File: src/include/interrupt_delay_defs.vh
// Purpose: constants for the interrupt delay mask control block
// Assumes: included by bare name from the design files
// Notes:   definitions only
`ifndef INTERRUPT_DELAY_DEFS_VH
`define INTERRUPT_DELAY_DEFS_VH

// command codes in the secondary accumulator
`define CMD_LOAD            16'h0001
`define CMD_SET_ONES        16'h0002
`define CMD_SET_ZEROS       16'h0003

// service selector
`define SVC_ALL             1'b0
`define SVC_PERIODIC        1'b1

// error identifiers written to the primary accumulator low word
`define ERR_ID_ALL          16'h1A48
`define ERR_ID_PERIODIC     16'h1A4B

// implemented bits of each mask
`define ALL_MASK_VALID      32'h0000000F
`define PER_MASK_VALID      32'h00000FF8

// reset values of the masks
`define ALL_MASK_RESET      32'h00000000
`define PER_MASK_RESET      16'h0000

// all-interrupt mask field positions
`define ALL_BIT_PERIODIC    0
`define ALL_BIT_CLOCK       1
`define ALL_BIT_PROCESS     2
`define ALL_BIT_DELAY       3

// periodic mask: first bit (10 ms source), number of periodic sources
`define PER_BIT_FIRST       3
`define NUM_PERIODIC        9

// source indices in the pending vector
`define SRC_CLOCK           9
`define SRC_PROCESS         10
`define SRC_DELAY           11
`define NUM_SOURCES         12
`define SRC_NONE            4'hF

`endif

File: src/hw/mask_command_alu.v
// Purpose: computes new delay mask, accumulator result and error for a command
// Assumes: purely combinational, inputs from same clock domain
// Notes:   result registered by the caller
`timescale 1ns/1ps
`include "interrupt_delay_defs.vh"

module mask_command_alu (
	// command
	input  wire        service,
	input  wire [15:0] code,
	input  wire [31:0] operand,
	// current masks
	input  wire [31:0] all_mask,
	input  wire [15:0] per_mask,
	// result
	output reg  [31:0] new_mask,
	output reg  [31:0] acc_result,
	output reg         error
);

	reg [31:0] valid;
	reg [31:0] cur;
	reg [15:0] err_id;

	always @* begin
		valid  = (service == `SVC_PERIODIC) ? `PER_MASK_VALID
		                                    : `ALL_MASK_VALID;
		cur    = (service == `SVC_PERIODIC) ? {16'h0000, per_mask}
		                                    : all_mask;
		err_id = (service == `SVC_PERIODIC) ? `ERR_ID_PERIODIC
		                                    : `ERR_ID_ALL;
		error  = 1'b0;
		case (code)
		`CMD_LOAD: begin
			new_mask   = operand;
			acc_result = operand;
		end
		`CMD_SET_ONES: begin
			new_mask   = cur | operand;
			acc_result = cur | operand;
		end
		`CMD_SET_ZEROS: begin
			new_mask   = cur | (~operand & valid);
			acc_result = cur | (~operand & valid);
		end
		default: begin
			new_mask   = cur;
			acc_result = operand;
			error      = 1'b1;
		end
		endcase
		if ((operand & ~valid) != 32'h00000000) begin
			error = 1'b1;
		end
		if (error) begin
			new_mask   = cur;
			acc_result = {operand[31:16], err_id};
		end
	end

endmodule

File: src/hw/interrupt_delay_mask_control.v
// Purpose: interrupt delay masks, pending latches and boundary dispatch
// Assumes: all inputs come from logic on clk; requests are one-cycle pulses
// Notes:   one command at a time, result one cycle after it is taken
//
// Summary of operation
// - code 1 loads selected mask, accumulator unchanged
// - code 2 sets mask bits where operand one
// - code 3 sets mask bits where operand zero
// - all-mask accumulator: word, or new mask
// - illegal command code raises an error
// - reserved operand bit set raises an error
// - error calls handler if loaded, else stop
// - error writes class error id to low word
// - periodic bits 3..11 delay 10ms..5s sources
// - periodic mask affects only periodic interrupts
// - delayed sources stay latched, never dispatched
// - running handler finishes despite new delay
// - delay removed: highest latched request goes next boundary if no handler runs
// - repeat periodic request while delayed: collision
// - status words mirror both delay masks
// - all-mask bits: periodic, clock, process, delay
`timescale 1ns/1ps
`include "interrupt_delay_defs.vh"

module interrupt_delay_mask_control (
	// clock and reset
	input  wire        clk,
	input  wire        reset_n,
	// command from the processor core
	input  wire        cmd_valid,
	input  wire        cmd_service,
	input  wire [15:0] secondary_accumulator_low,
	input  wire [31:0] primary_accumulator,
	input  wire        runtime_handler_loaded,
	// command result
	output reg         result_valid,
	output reg  [31:0] result_accumulator,
	output reg         cmd_error,
	output reg         runtime_error_call,
	output reg         stop_state,
	// status words
	output reg  [31:0] all_delay_status_word,
	output reg  [15:0] periodic_delay_status_word,
	// interrupt requests
	input  wire [8:0]  periodic_req,
	input  wire        clock_time_req,
	input  wire        process_req,
	input  wire        delay_int_req,
	// program boundaries and handler progress
	input  wire        boundary,
	input  wire        handler_done,
	// dispatch
	output reg         dispatch_valid,
	output reg  [3:0]  dispatch_source,
	output reg         handler_active,
	output reg  [11:0] pending_flags,
	output reg         time_collision,
	output reg  [8:0]  collision_source
);

	// masks
	reg  [31:0] all_mask_r;
	reg  [31:0] all_mask_nxt;
	reg  [15:0] per_mask_r;
	reg  [15:0] per_mask_nxt;

	// pending state
	reg  [11:0] pending_r;
	wire [11:0] pending_nxt;
	wire [11:0] clear_vec;
	reg         active_r;
	reg         active_nxt;
	reg  [3:0]  dispatch_nxt;
	wire        dispatch_take;

	// command outcome
	reg  [31:0] result_acc_nxt;
	reg         stop_nxt;
	wire        take_error;
	wire        take_call;
	wire [8:0]  collide_vec;

	// alu results
	wire [31:0] alu_mask;
	wire [31:0] alu_acc;
	wire        alu_error;

	// request and delay vectors
	wire [11:0] req_vec;
	wire [11:0] delayed_vec;
	wire [11:0] eligible_vec;
	wire        cmd_take;
	wire [3:0]  pick;

	// highest index eligible source, none when empty
	function [3:0] pick_source;
		input [11:0] elig;
		integer      i;
		begin
			pick_source = `SRC_NONE;
			for (i = 0; i < `NUM_SOURCES; i = i + 1) begin
				if (elig[i]) begin
					pick_source = i[3:0];
				end
			end
		end
	endfunction

	// delay decode for one source index
	function source_delayed;
		input [3:0]  idx;
		input [31:0] amask;
		input [15:0] pmask;
		begin
			case (idx)
			4'h9: begin
				source_delayed = amask[`ALL_BIT_CLOCK];
			end
			4'hA: begin
				source_delayed = amask[`ALL_BIT_PROCESS];
			end
			4'hB: begin
				source_delayed = amask[`ALL_BIT_DELAY];
			end
			default: begin
				// periodic sources: all-mask bit or own bit
				source_delayed = amask[`ALL_BIT_PERIODIC] |
					pmask[idx + `PER_BIT_FIRST];
			end
			endcase
		end
	endfunction

	assign req_vec  = {delay_int_req, process_req, clock_time_req,
	                   periodic_req};
	assign cmd_take   = cmd_valid & ~stop_state;
	assign take_error = cmd_take & alu_error;
	assign take_call  = take_error & runtime_handler_loaded;

	// repeat request of a delayed, still latched source
	assign collide_vec = periodic_req & pending_r[8:0] &
	                     delayed_vec[8:0];

	// per-source delay state and pending latch
	genvar g;
	generate
		for (g = 0; g < `NUM_SOURCES; g = g + 1) begin : dly
			localparam [3:0] src_idx = g;
			assign delayed_vec[g] = source_delayed(src_idx, all_mask_r,
			                                       per_mask_r);
			assign clear_vec[g]   = dispatch_take &
			                        (pick == src_idx);
			// set wins over dispatch clear
			assign pending_nxt[g] = (pending_r[g] & ~clear_vec[g]) |
			                        req_vec[g];
		end
	endgenerate

	assign eligible_vec = pending_r & ~delayed_vec;
	assign pick         = pick_source(eligible_vec);

	mask_command_alu u_alu (
		.service    (cmd_service),
		.code       (secondary_accumulator_low),
		.operand    (primary_accumulator),
		.all_mask   (all_mask_r),
		.per_mask   (per_mask_r),
		.new_mask   (alu_mask),
		.acc_result (alu_acc),
		.error      (alu_error)
	);

	// all-interrupt mask update
	always @* begin
		all_mask_nxt = all_mask_r;
		if (cmd_take && !alu_error &&
		    cmd_service == `SVC_ALL) begin
			all_mask_nxt = alu_mask;
		end
	end

	// periodic mask update, low half of the result
	always @* begin
		per_mask_nxt = per_mask_r;
		if (cmd_take && !alu_error &&
		    cmd_service == `SVC_PERIODIC) begin
			per_mask_nxt = alu_mask[15:0];
		end
	end

	// dispatch at a boundary when no handler runs
	assign dispatch_take = boundary & ~active_r &
	                       (pick != `SRC_NONE);

	// handler activity and dispatched source
	always @* begin
		active_nxt   = active_r;
		dispatch_nxt = `SRC_NONE;
		if (handler_done) begin
			active_nxt = 1'b0;
		end
		if (dispatch_take) begin
			dispatch_nxt = pick;
			active_nxt   = 1'b1;
		end
	end

	// accumulator and stop state
	always @* begin
		result_acc_nxt = result_accumulator;
		stop_nxt       = stop_state;
		if (cmd_take) begin
			result_acc_nxt = alu_acc;
		end
		if (take_error && !runtime_handler_loaded) begin
			stop_nxt = 1'b1;
		end
	end

	// masks, pending latches, handler activity
	always @(posedge clk or negedge reset_n) begin
		if (!reset_n) begin
			all_mask_r <= `ALL_MASK_RESET;
			per_mask_r <= `PER_MASK_RESET;
			pending_r  <= 12'h000;
			active_r   <= 1'b0;
		end else begin
			all_mask_r <= all_mask_nxt;
			per_mask_r <= per_mask_nxt;
			pending_r  <= pending_nxt;
			active_r   <= active_nxt;
		end
	end

	// command result
	always @(posedge clk or negedge reset_n) begin
		if (!reset_n) begin
			result_valid       <= 1'b0;
			result_accumulator <= 32'h00000000;
			cmd_error          <= 1'b0;
			runtime_error_call <= 1'b0;
		end else begin
			result_valid       <= cmd_take;
			result_accumulator <= result_acc_nxt;
			cmd_error          <= take_error;
			runtime_error_call <= take_call;
		end
	end

	// stop state, left only by reset
	always @(posedge clk or negedge reset_n) begin
		if (!reset_n) begin
			stop_state <= 1'b0;
		end else begin
			stop_state <= stop_nxt;
		end
	end

	// status words
	always @(posedge clk or negedge reset_n) begin
		if (!reset_n) begin
			all_delay_status_word      <= `ALL_MASK_RESET;
			periodic_delay_status_word <= `PER_MASK_RESET;
		end else begin
			all_delay_status_word      <= all_mask_nxt;
			periodic_delay_status_word <= per_mask_nxt;
		end
	end

	// dispatch strobe and source
	always @(posedge clk or negedge reset_n) begin
		if (!reset_n) begin
			dispatch_valid  <= 1'b0;
			dispatch_source <= `SRC_NONE;
		end else begin
			dispatch_valid  <= dispatch_take;
			dispatch_source <= dispatch_nxt;
		end
	end

	// handler and pending view
	always @(posedge clk or negedge reset_n) begin
		if (!reset_n) begin
			handler_active <= 1'b0;
			pending_flags  <= 12'h000;
		end else begin
			handler_active <= active_nxt;
			pending_flags  <= pending_nxt;
		end
	end

	// time interrupt collision
	always @(posedge clk or negedge reset_n) begin
		if (!reset_n) begin
			time_collision   <= 1'b0;
			collision_source <= 9'h000;
		end else begin
			time_collision   <= |collide_vec;
			collision_source <= collide_vec;
		end
	end

endmodule

File: config.mk
export PLATFORM = sky130hd
export DESIGN_NAME = interrupt_delay_mask_control
export DESIGN_NICKNAME = d
export VERILOG_FILES = /design/src/hw/mask_command_alu.v /design/src/hw/interrupt_delay_mask_control.v
export VERILOG_INCLUDE_DIRS = /design/src /design/src/include
export SDC_FILE = /design/constraint.sdc
export NUM_CORES = 1
export LEC_CHECK = 0
export BUFFER_PORTS_ARGS = -buffer_cell sky130_fd_sc_hd__buf_2
export CAP_MARGIN = 30
export CORE_MARGIN = 4
export CORE_UTILIZATION = 48
export CTS_BUF_LIST = sky130_fd_sc_hd__clkbuf_8
export DETAILED_ROUTE_END_ITERATION = 10
export GPL_TIMING_DRIVEN = 0
export HOLD_SLACK_MARGIN = 0.03
export PLACE_DENSITY = 0.84
export SYNTH_ARGS = -nofsm -noshare
export SYNTH_HDL_FRONTEND = slang
export SYNTH_SLANG_ARGS = --single-unit
File: constraint.sdc
create_clock -name clk -period 1.95 [get_ports clk]
set_input_delay 0.39 -clock clk [delete_from_list [all_inputs] [get_ports clk]]
set_output_delay 0.39 -clock clk [all_outputs]
set_load 0.1 [all_outputs]
==> impl_metrics.csv, run 1 <==
group,metric,value,unit
yosys,syn_inst,537,
run_status,status,"finished clean",
grt,grt.met3_usage,5.26,%
min_path,hold_path_class,"input port to async pin",
grt,grt_use_met2,42.1,%
yosys,synth-seq-area-share,50.9,%
timing,setup_tns,0,ps
yosys,ys_types,61,
yosys,synth-adder-area-share,0,%
clocking,cts.path.max_buffers,2,
yosys,synth_area,5520,sq um
floorplan,die_h,115,um
yosys,synth_top_family_by_area,"compound AO/OA/AOI/OAI gates",
timing,fin_worst_skew,12.2,ps
timing,rsz0062_at_grt,"true",
layout,antennaDiodeCount,0,
yosys,yosysWarnings,0,
setup_path,cp-start-kind,"input port",
timing,tightest_slew,693,ps
timing,finalMaxSlewViolations,0,
grt,grt_pass1_wl,27400,um
yosys,synth-compound-area-share,20.9,%
yosys,synth.avg_cell_area,10.3,sq um
setup_path,worstPathRequired,2230,ps
setup_path,worstPathMaxFanout,6,
layout,drive_gt1_share,41.4,%
yosys,synthXorXnorAreaFrac,0.159,%
grt,grt.overflow.total,0,
grt,grt_start_max_net_pins,61,
clocking,ctsHoldBuffers,0,
timing,fmax,0.518,GHz
floorplan,num_rows,38,
setup_path,ff2ff_setup_slack,50,ps
routing,postRouteAntennaNets,0,
timing,relSlewSlack,53.8,%
routing,wire_per_inst,20.5,um
yosys,synthArstFlopShare,100,%
layout,final_cell_mix,"buf_2 (176), dfrtp_1 (81), nor2_1 (48)",
placement,dp_cells,855,
layout,final_util,65.8,%
yosys,synthSimpleGateAreaFrac,15.6,%
clocking,cts_sinks,112,
clocking,htree_levels,3,
placement,place.gp.congestion,0.872,
yosys,synth_ff_type,"dfrtp_1",
yosys,yosys_register_bits,112,
layout,stdcell_count,887,
setup_path,reg2reg_to,"pending_flags[5]",
yosys,synth_enable_flop_cells,0,
routing,via_count,5389,
clocking,path_clk_slew,110,ps
routing,vias_per_cell,6.08,
floorplan,die_area,13300,sq um
clocking,cts_tree,"yes",
grt,met1_usage,37.1,%
grt,grt.busiest_layer,"met2",
grt,antenna_found_initial,0,
layout,area_delta_synth_final,31.6,%
setup_path,r2r_start,"periodic_delay_status_word[4]",
setup_path,r2r_cells,5,
placement,port_buffers,177,
timing,setup_viol,0,
clocking,clock_latency,400,ps
routing,drc_errors,0,
power,totalPowerFinal,5430,uW
power,irDropWorstVdd,0.716,mV
setup_path,worst_setup_path_end_kind,"flip-flop",
routing,drtIter0Drc,510,
routing,first_pass_iters,5,
placement,dp_hpwl,13500,um
layout,fin_nets,809,
yosys,synth_nets,604,
job,maxCapViolCount,0,
timing,worst_slack,19.7,ps
floorplan,io_pins,179,
setup_path,criticalPathCategory,"input port to flip-flop",
power,power_density,747,nW/um^2
timing,hold_viol_final,0,
timing,period_share,99.0,%
grt,grt_use_total,26.5,%
routing,wirelength,18200,um
grt,grt_pass1_vias,5175,
timing,fin_crit,1930,ps
clocking,cts_root_buf,"clkbuf_8",
power,leakage,0.00352,uW
floorplan,fp.dieW,115,um
setup_path,cp.arrival,2220,ps
floorplan,core_area,11000,sq um
floorplan,start_util,50.0,%
yosys,synthMuxAreaShare,8.01,%
layout,final_common_cell,"buf_2",
placement,dp_slack,-505,ps
clocking,cts_buffers,9,
==> cell type report <==
| type | count | area (sq um) |
|---|---|---|
| fillers | 862 | 3770 |
| flip-flops and latches | 112 | 2850 |
| multi-input cells | 364 | 2640 |
| repair buffers | 195 | 1100 |
| well taps | 140 | 175 |
| plain buffers | 28 | 166 |
| clock buffers | 9 | 124 |
| inverters | 32 | 120 |
| clock inverters | 7 | 78.8 |
==> through the flow <==
stage	cell area, sq um	hold WS, ps
after floorplan	5590	94.4
after global placement	6660	465
after detailed placement	6690	466
after CTS	6960	48.0
after global routing	7260	79.2
final	7260	32.9
==> worst max-delay path, cell delays in order <==
cell,delay [ps]
buf_2,140
or4_1,650
o21ai_2,270
o21a_2,250
o211ai_1,190
mux2_1,320
==> what timing repair did <==
| item | 4_1_cts | 5_1_grt |
|---|---|---|
| gates resized for setup | 12 | 45 |
| buffers inserted | 1 | 15 |
| endpoints found under the setup margin | 18 | 76 |
| pin swaps | 1 | 10 |
| cloned | 0 | 1 |
==> kinds of logic (layout without fill, tap and decap cells) <==
| logic type | Yosys count | in the layout |
|---|---|---|
| buffers and inverters | 61 | 271 |
| XOR/XNOR | 1 | 1 |
| AO/OA/AOI/OAI | 163 | 163 |
| AND/OR/NAND/NOR | 161 | 161 |
| flip-flops | 112 | 112 |
| multiplexers | 39 | 39 |
==> routing by layer <==
layer	vias up	wire, um
met5	-	0
met4	0	384
met2	331	8610
met3	38	1930
met1	2659	7280
li1	2361	-
==> Yosys cell counts (all sizes together) (12+ instances only) <==
cell type / n / area, sq um
mux2: 29 / 342
buf: 12 / 61.3
clkbuf: 17 / 63.8
dfrtp: 108 / 2700
nand2b: 19 / 119
nor2b: 17 / 106
o22ai: 13 / 81.3
o21a: 15 / 114
a21oi: 33 / 165
o21ai: 17 / 85.1
nor2: 49 / 184
inv: 31 / 116
nand2: 31 / 116
a31oi: 12 / 75.1
==> state kept, by name, indices dropped and copies added, names as in the netlist <==
name	count
all_delay_status_word	32
result_accumulator	32
periodic_delay_status_word	16
pending_flags	12
collision_source	9
dispatch_source	4
cmd_error	1
dispatch_valid	1
handler_active	1
result_valid	1
runtime_error_call	1
stop_state	1
time_collision	1
==> power by group <==
part	internal, uW	switching, uW	total (uW)
combinational	256	1190	1450
clock	611	865	1480
sequential	2440	61.4	2500
==> worst max-delay path by stage <==
stage                                     end                          from  depth (start not counted)
6_report        periodic_delay_status_word[3]        primary_accumulator[8]                          6
5_1_grt              all_delay_status_word[6]  secondary_accumulator_low[2]                          8
4_1_cts                result_accumulator[19]       primary_accumulator[15]                          8
3_5_place_dp   periodic_delay_status_word[12]  secondary_accumulator_low[8]                          7
3_3_place_gp                 pending_flags[0]                       reset_n                          1
2_1_floorplan  periodic_delay_status_word[12]  secondary_accumulator_low[8]                          6
No activity file was read; power rests on OpenSTA's default activity.
==> inputs of run 2 (changes only) <==
--- a/config.mk
+++ b/config.mk
@@ -17,2 +17,3 @@
 export PLACE_DENSITY = 0.84
+export SLEW_MARGIN = 30
 export SYNTH_ARGS = -nofsm -noshare
--- a/constraint.sdc
+++ b/constraint.sdc
@@ -3,2 +3,2 @@
 set_output_delay 0.39 -clock clk [all_outputs]
-set_load 0.1 [all_outputs]
+set_load 0.005 [all_outputs]
==> run 2 against run 1 <==
Power shrank 17%. Clock-buffer cell count grew 1. Worst hold slack gained 160 ps. Wire length shrank 8.5%. First-iteration DRC count grew 9.4%. Critical path type unchanged. Largest power group unchanged.
==> impl_metrics.csv, run 2 (same netlist as run 1, synthesis figures left out) <==
group,metric,value,unit
clocking,path_clk_slew,100,ps
power,totalPowerFinal,4520,uW
routing,wire_per_inst,19.0,um
clocking,clock_latency,390,ps
grt,grt_pass1_vias,5083,
layout,final_cell_mix,"buf_2 (180), dfrtp_1 (106), nor2_1 (49)",
layout,final_common_cell,"buf_2",
placement,placement.cell_area,6640,sq um
timing,fin_crit,1910,ps
layout,antennaDiodeCount,0,
timing,setup_viol,0,
floorplan,num_rows,38,
clocking,cts_tree,"yes",
setup_path,worstPathRequired,2220,ps
grt,grt_start_max_net_pins,62,
routing,drc_errors,0,
timing,fmax,0.523,GHz
timing,whs,191,ps
placement,port_buffers,177,
clocking,htree_levels,3,
floorplan,fp.dieW,115,um
timing,worst_slack,37.3,ps
min_path,hold_path_class,"input port to flip-flop",
clocking,cts.path.max_buffers,2,
layout,drive_gt1_share,34.1,%
layout,area_delta_synth_final,27.0,%
clocking,cts_sinks,112,
floorplan,die_area,13300,sq um
placement,place.gp.congestion,0.899,
timing,finalMaxSlewViolations,0,
layout,stdcell_count,876,
routing,postRouteAntennaNets,0,
routing,first_pass_iters,5,
timing,relSlewSlack,61.9,%
layout,reg.largest.list,"all_delay_status_word (32), result_accumulator (32), periodic_delay_status_word (16)",
clocking,cts_root_buf,"clkbuf_8",
routing,via_count,5133,
layout,post-route-cell-area,7010,sq um
placement,dp_cells,855,
timing,tightest_slew,572,ps
setup_path,worstPathMaxFanout,10,
placement,dp_slack,-526,ps
routing,vias_per_cell,5.86,
setup_path,cp.arrival,2180,ps
floorplan,io_pins,179,
power,leakage,0.00341,uW
setup_path,worst_setup_path_end_kind,"flip-flop",
clocking,cts_buffers,9,
layout,fin_nets,798,
setup_path,criticalPathCategory,"input port to flip-flop",
timing,fin_worst_skew,13.4,ps
routing,drtIter0Drc,558,
floorplan,start_util,50.0,%
grt,grt_pass1_wl,26300,um
job,maxCapViolCount,0,
timing,hold_viol_final,0,
power,irDropWorstVdd,0.610,mV
power,power_density,645,nW/um^2
timing,period_share,98.1,%
placement,dp_hpwl,12700,um
setup_path,cp-start-kind,"input port",
grt,antenna_found_initial,1,
routing,wirelength,16700,um
floorplan,die_h,115,um
floorplan,core_area,11000,sq um
grt,grt_use_total,25.3,%
timing,rsz0062_at_grt,"true",
run_status,status,"finished clean",
grt,grt.overflow.total,0,
==> run 2: what timing repair did <==
| action | 4_1_cts | 5_1_grt |
|---|---|---|
| pin swaps | 3 | 4 |
| buffers inserted | 1 | 4 |
| cloned | 0 | 0 |
| endpoints found under the hold margin | 47 | 0 |
| gates resized for setup | 14 | 22 |
| hold buffers | 1 | 0 |
| setup endpoints to repair | 43 | 66 |
==> run 2: metrics by stage <==
stage / TNS [ps] / util [%]
final: 0 / 63.5
after global routing: -102 / 63.5
after CTS: 0 / 62.6
after detailed placement: -33480 / 60.2
after global placement: -104000 / 59.8
after floorplan: -475 / -
==> run 2: layout make-up <==
class                           instances  area, sq um
Clock buffer                           10          138
Clock inverter                          6         67.6
Inverter                               32          120
Timing Repair Buffer                  184          971
Fill cell                             926         4030
Tap cell                              140          175
Buffer                                 28          149
Sequential cell                       112         2810
Multi-Input combinational cell        364         2570
==> run 2: path summary, 6_finish.rpt <==
path	from	end	slack [ps]	cells past startpoint
max in group asynchronous	reset_n	periodic_delay_status_word[12]	780	3
setup reg to reg	periodic_delay_status_word[4]	pending_flags[5]	70	5
setup / recovery	secondary_accumulator_low[6]	periodic_delay_status_word[12]	40	8
hold reg to reg	result_accumulator[10]	result_accumulator[10]	490	2
hold / removal	clock_time_req	pending_flags[9]	190	2
min in group asynchronous	reset_n	all_delay_status_word[5]	510	2
==> run 2: critical path, stage by stage <==
cell and delay, ps:
buf_2 110, nor4_4 370, nand4_4 190, nor3_4 280, buf_4 170, o2111ai_4 140, buf_8 210, mux2_1 320
==> run 2: layer usage <==
metal | routed length [um] | global-route usage [%] | vias to the layer above
li1 | - | - | 2340
met4 | 204 | 5.79 | 2
met1 | 6910 | 34.4 | 2491
met2 | 7970 | 41.5 | 275
met3 | 1560 | 6.00 | 25
met5 | 12 | 0 | -
==> run 2: where the power goes <==
group / leakage, uW / total [uW] / internal (uW) / switching (uW)
Combinational: 0.00193 / 573 / 250 / 323
Clock: 0.000110 / 1440 / 637 / 805
Sequential: 0.00136 / 2500 / 2440 / 64.6
Total: 0.00341 / 4520 / 3320 / 1190
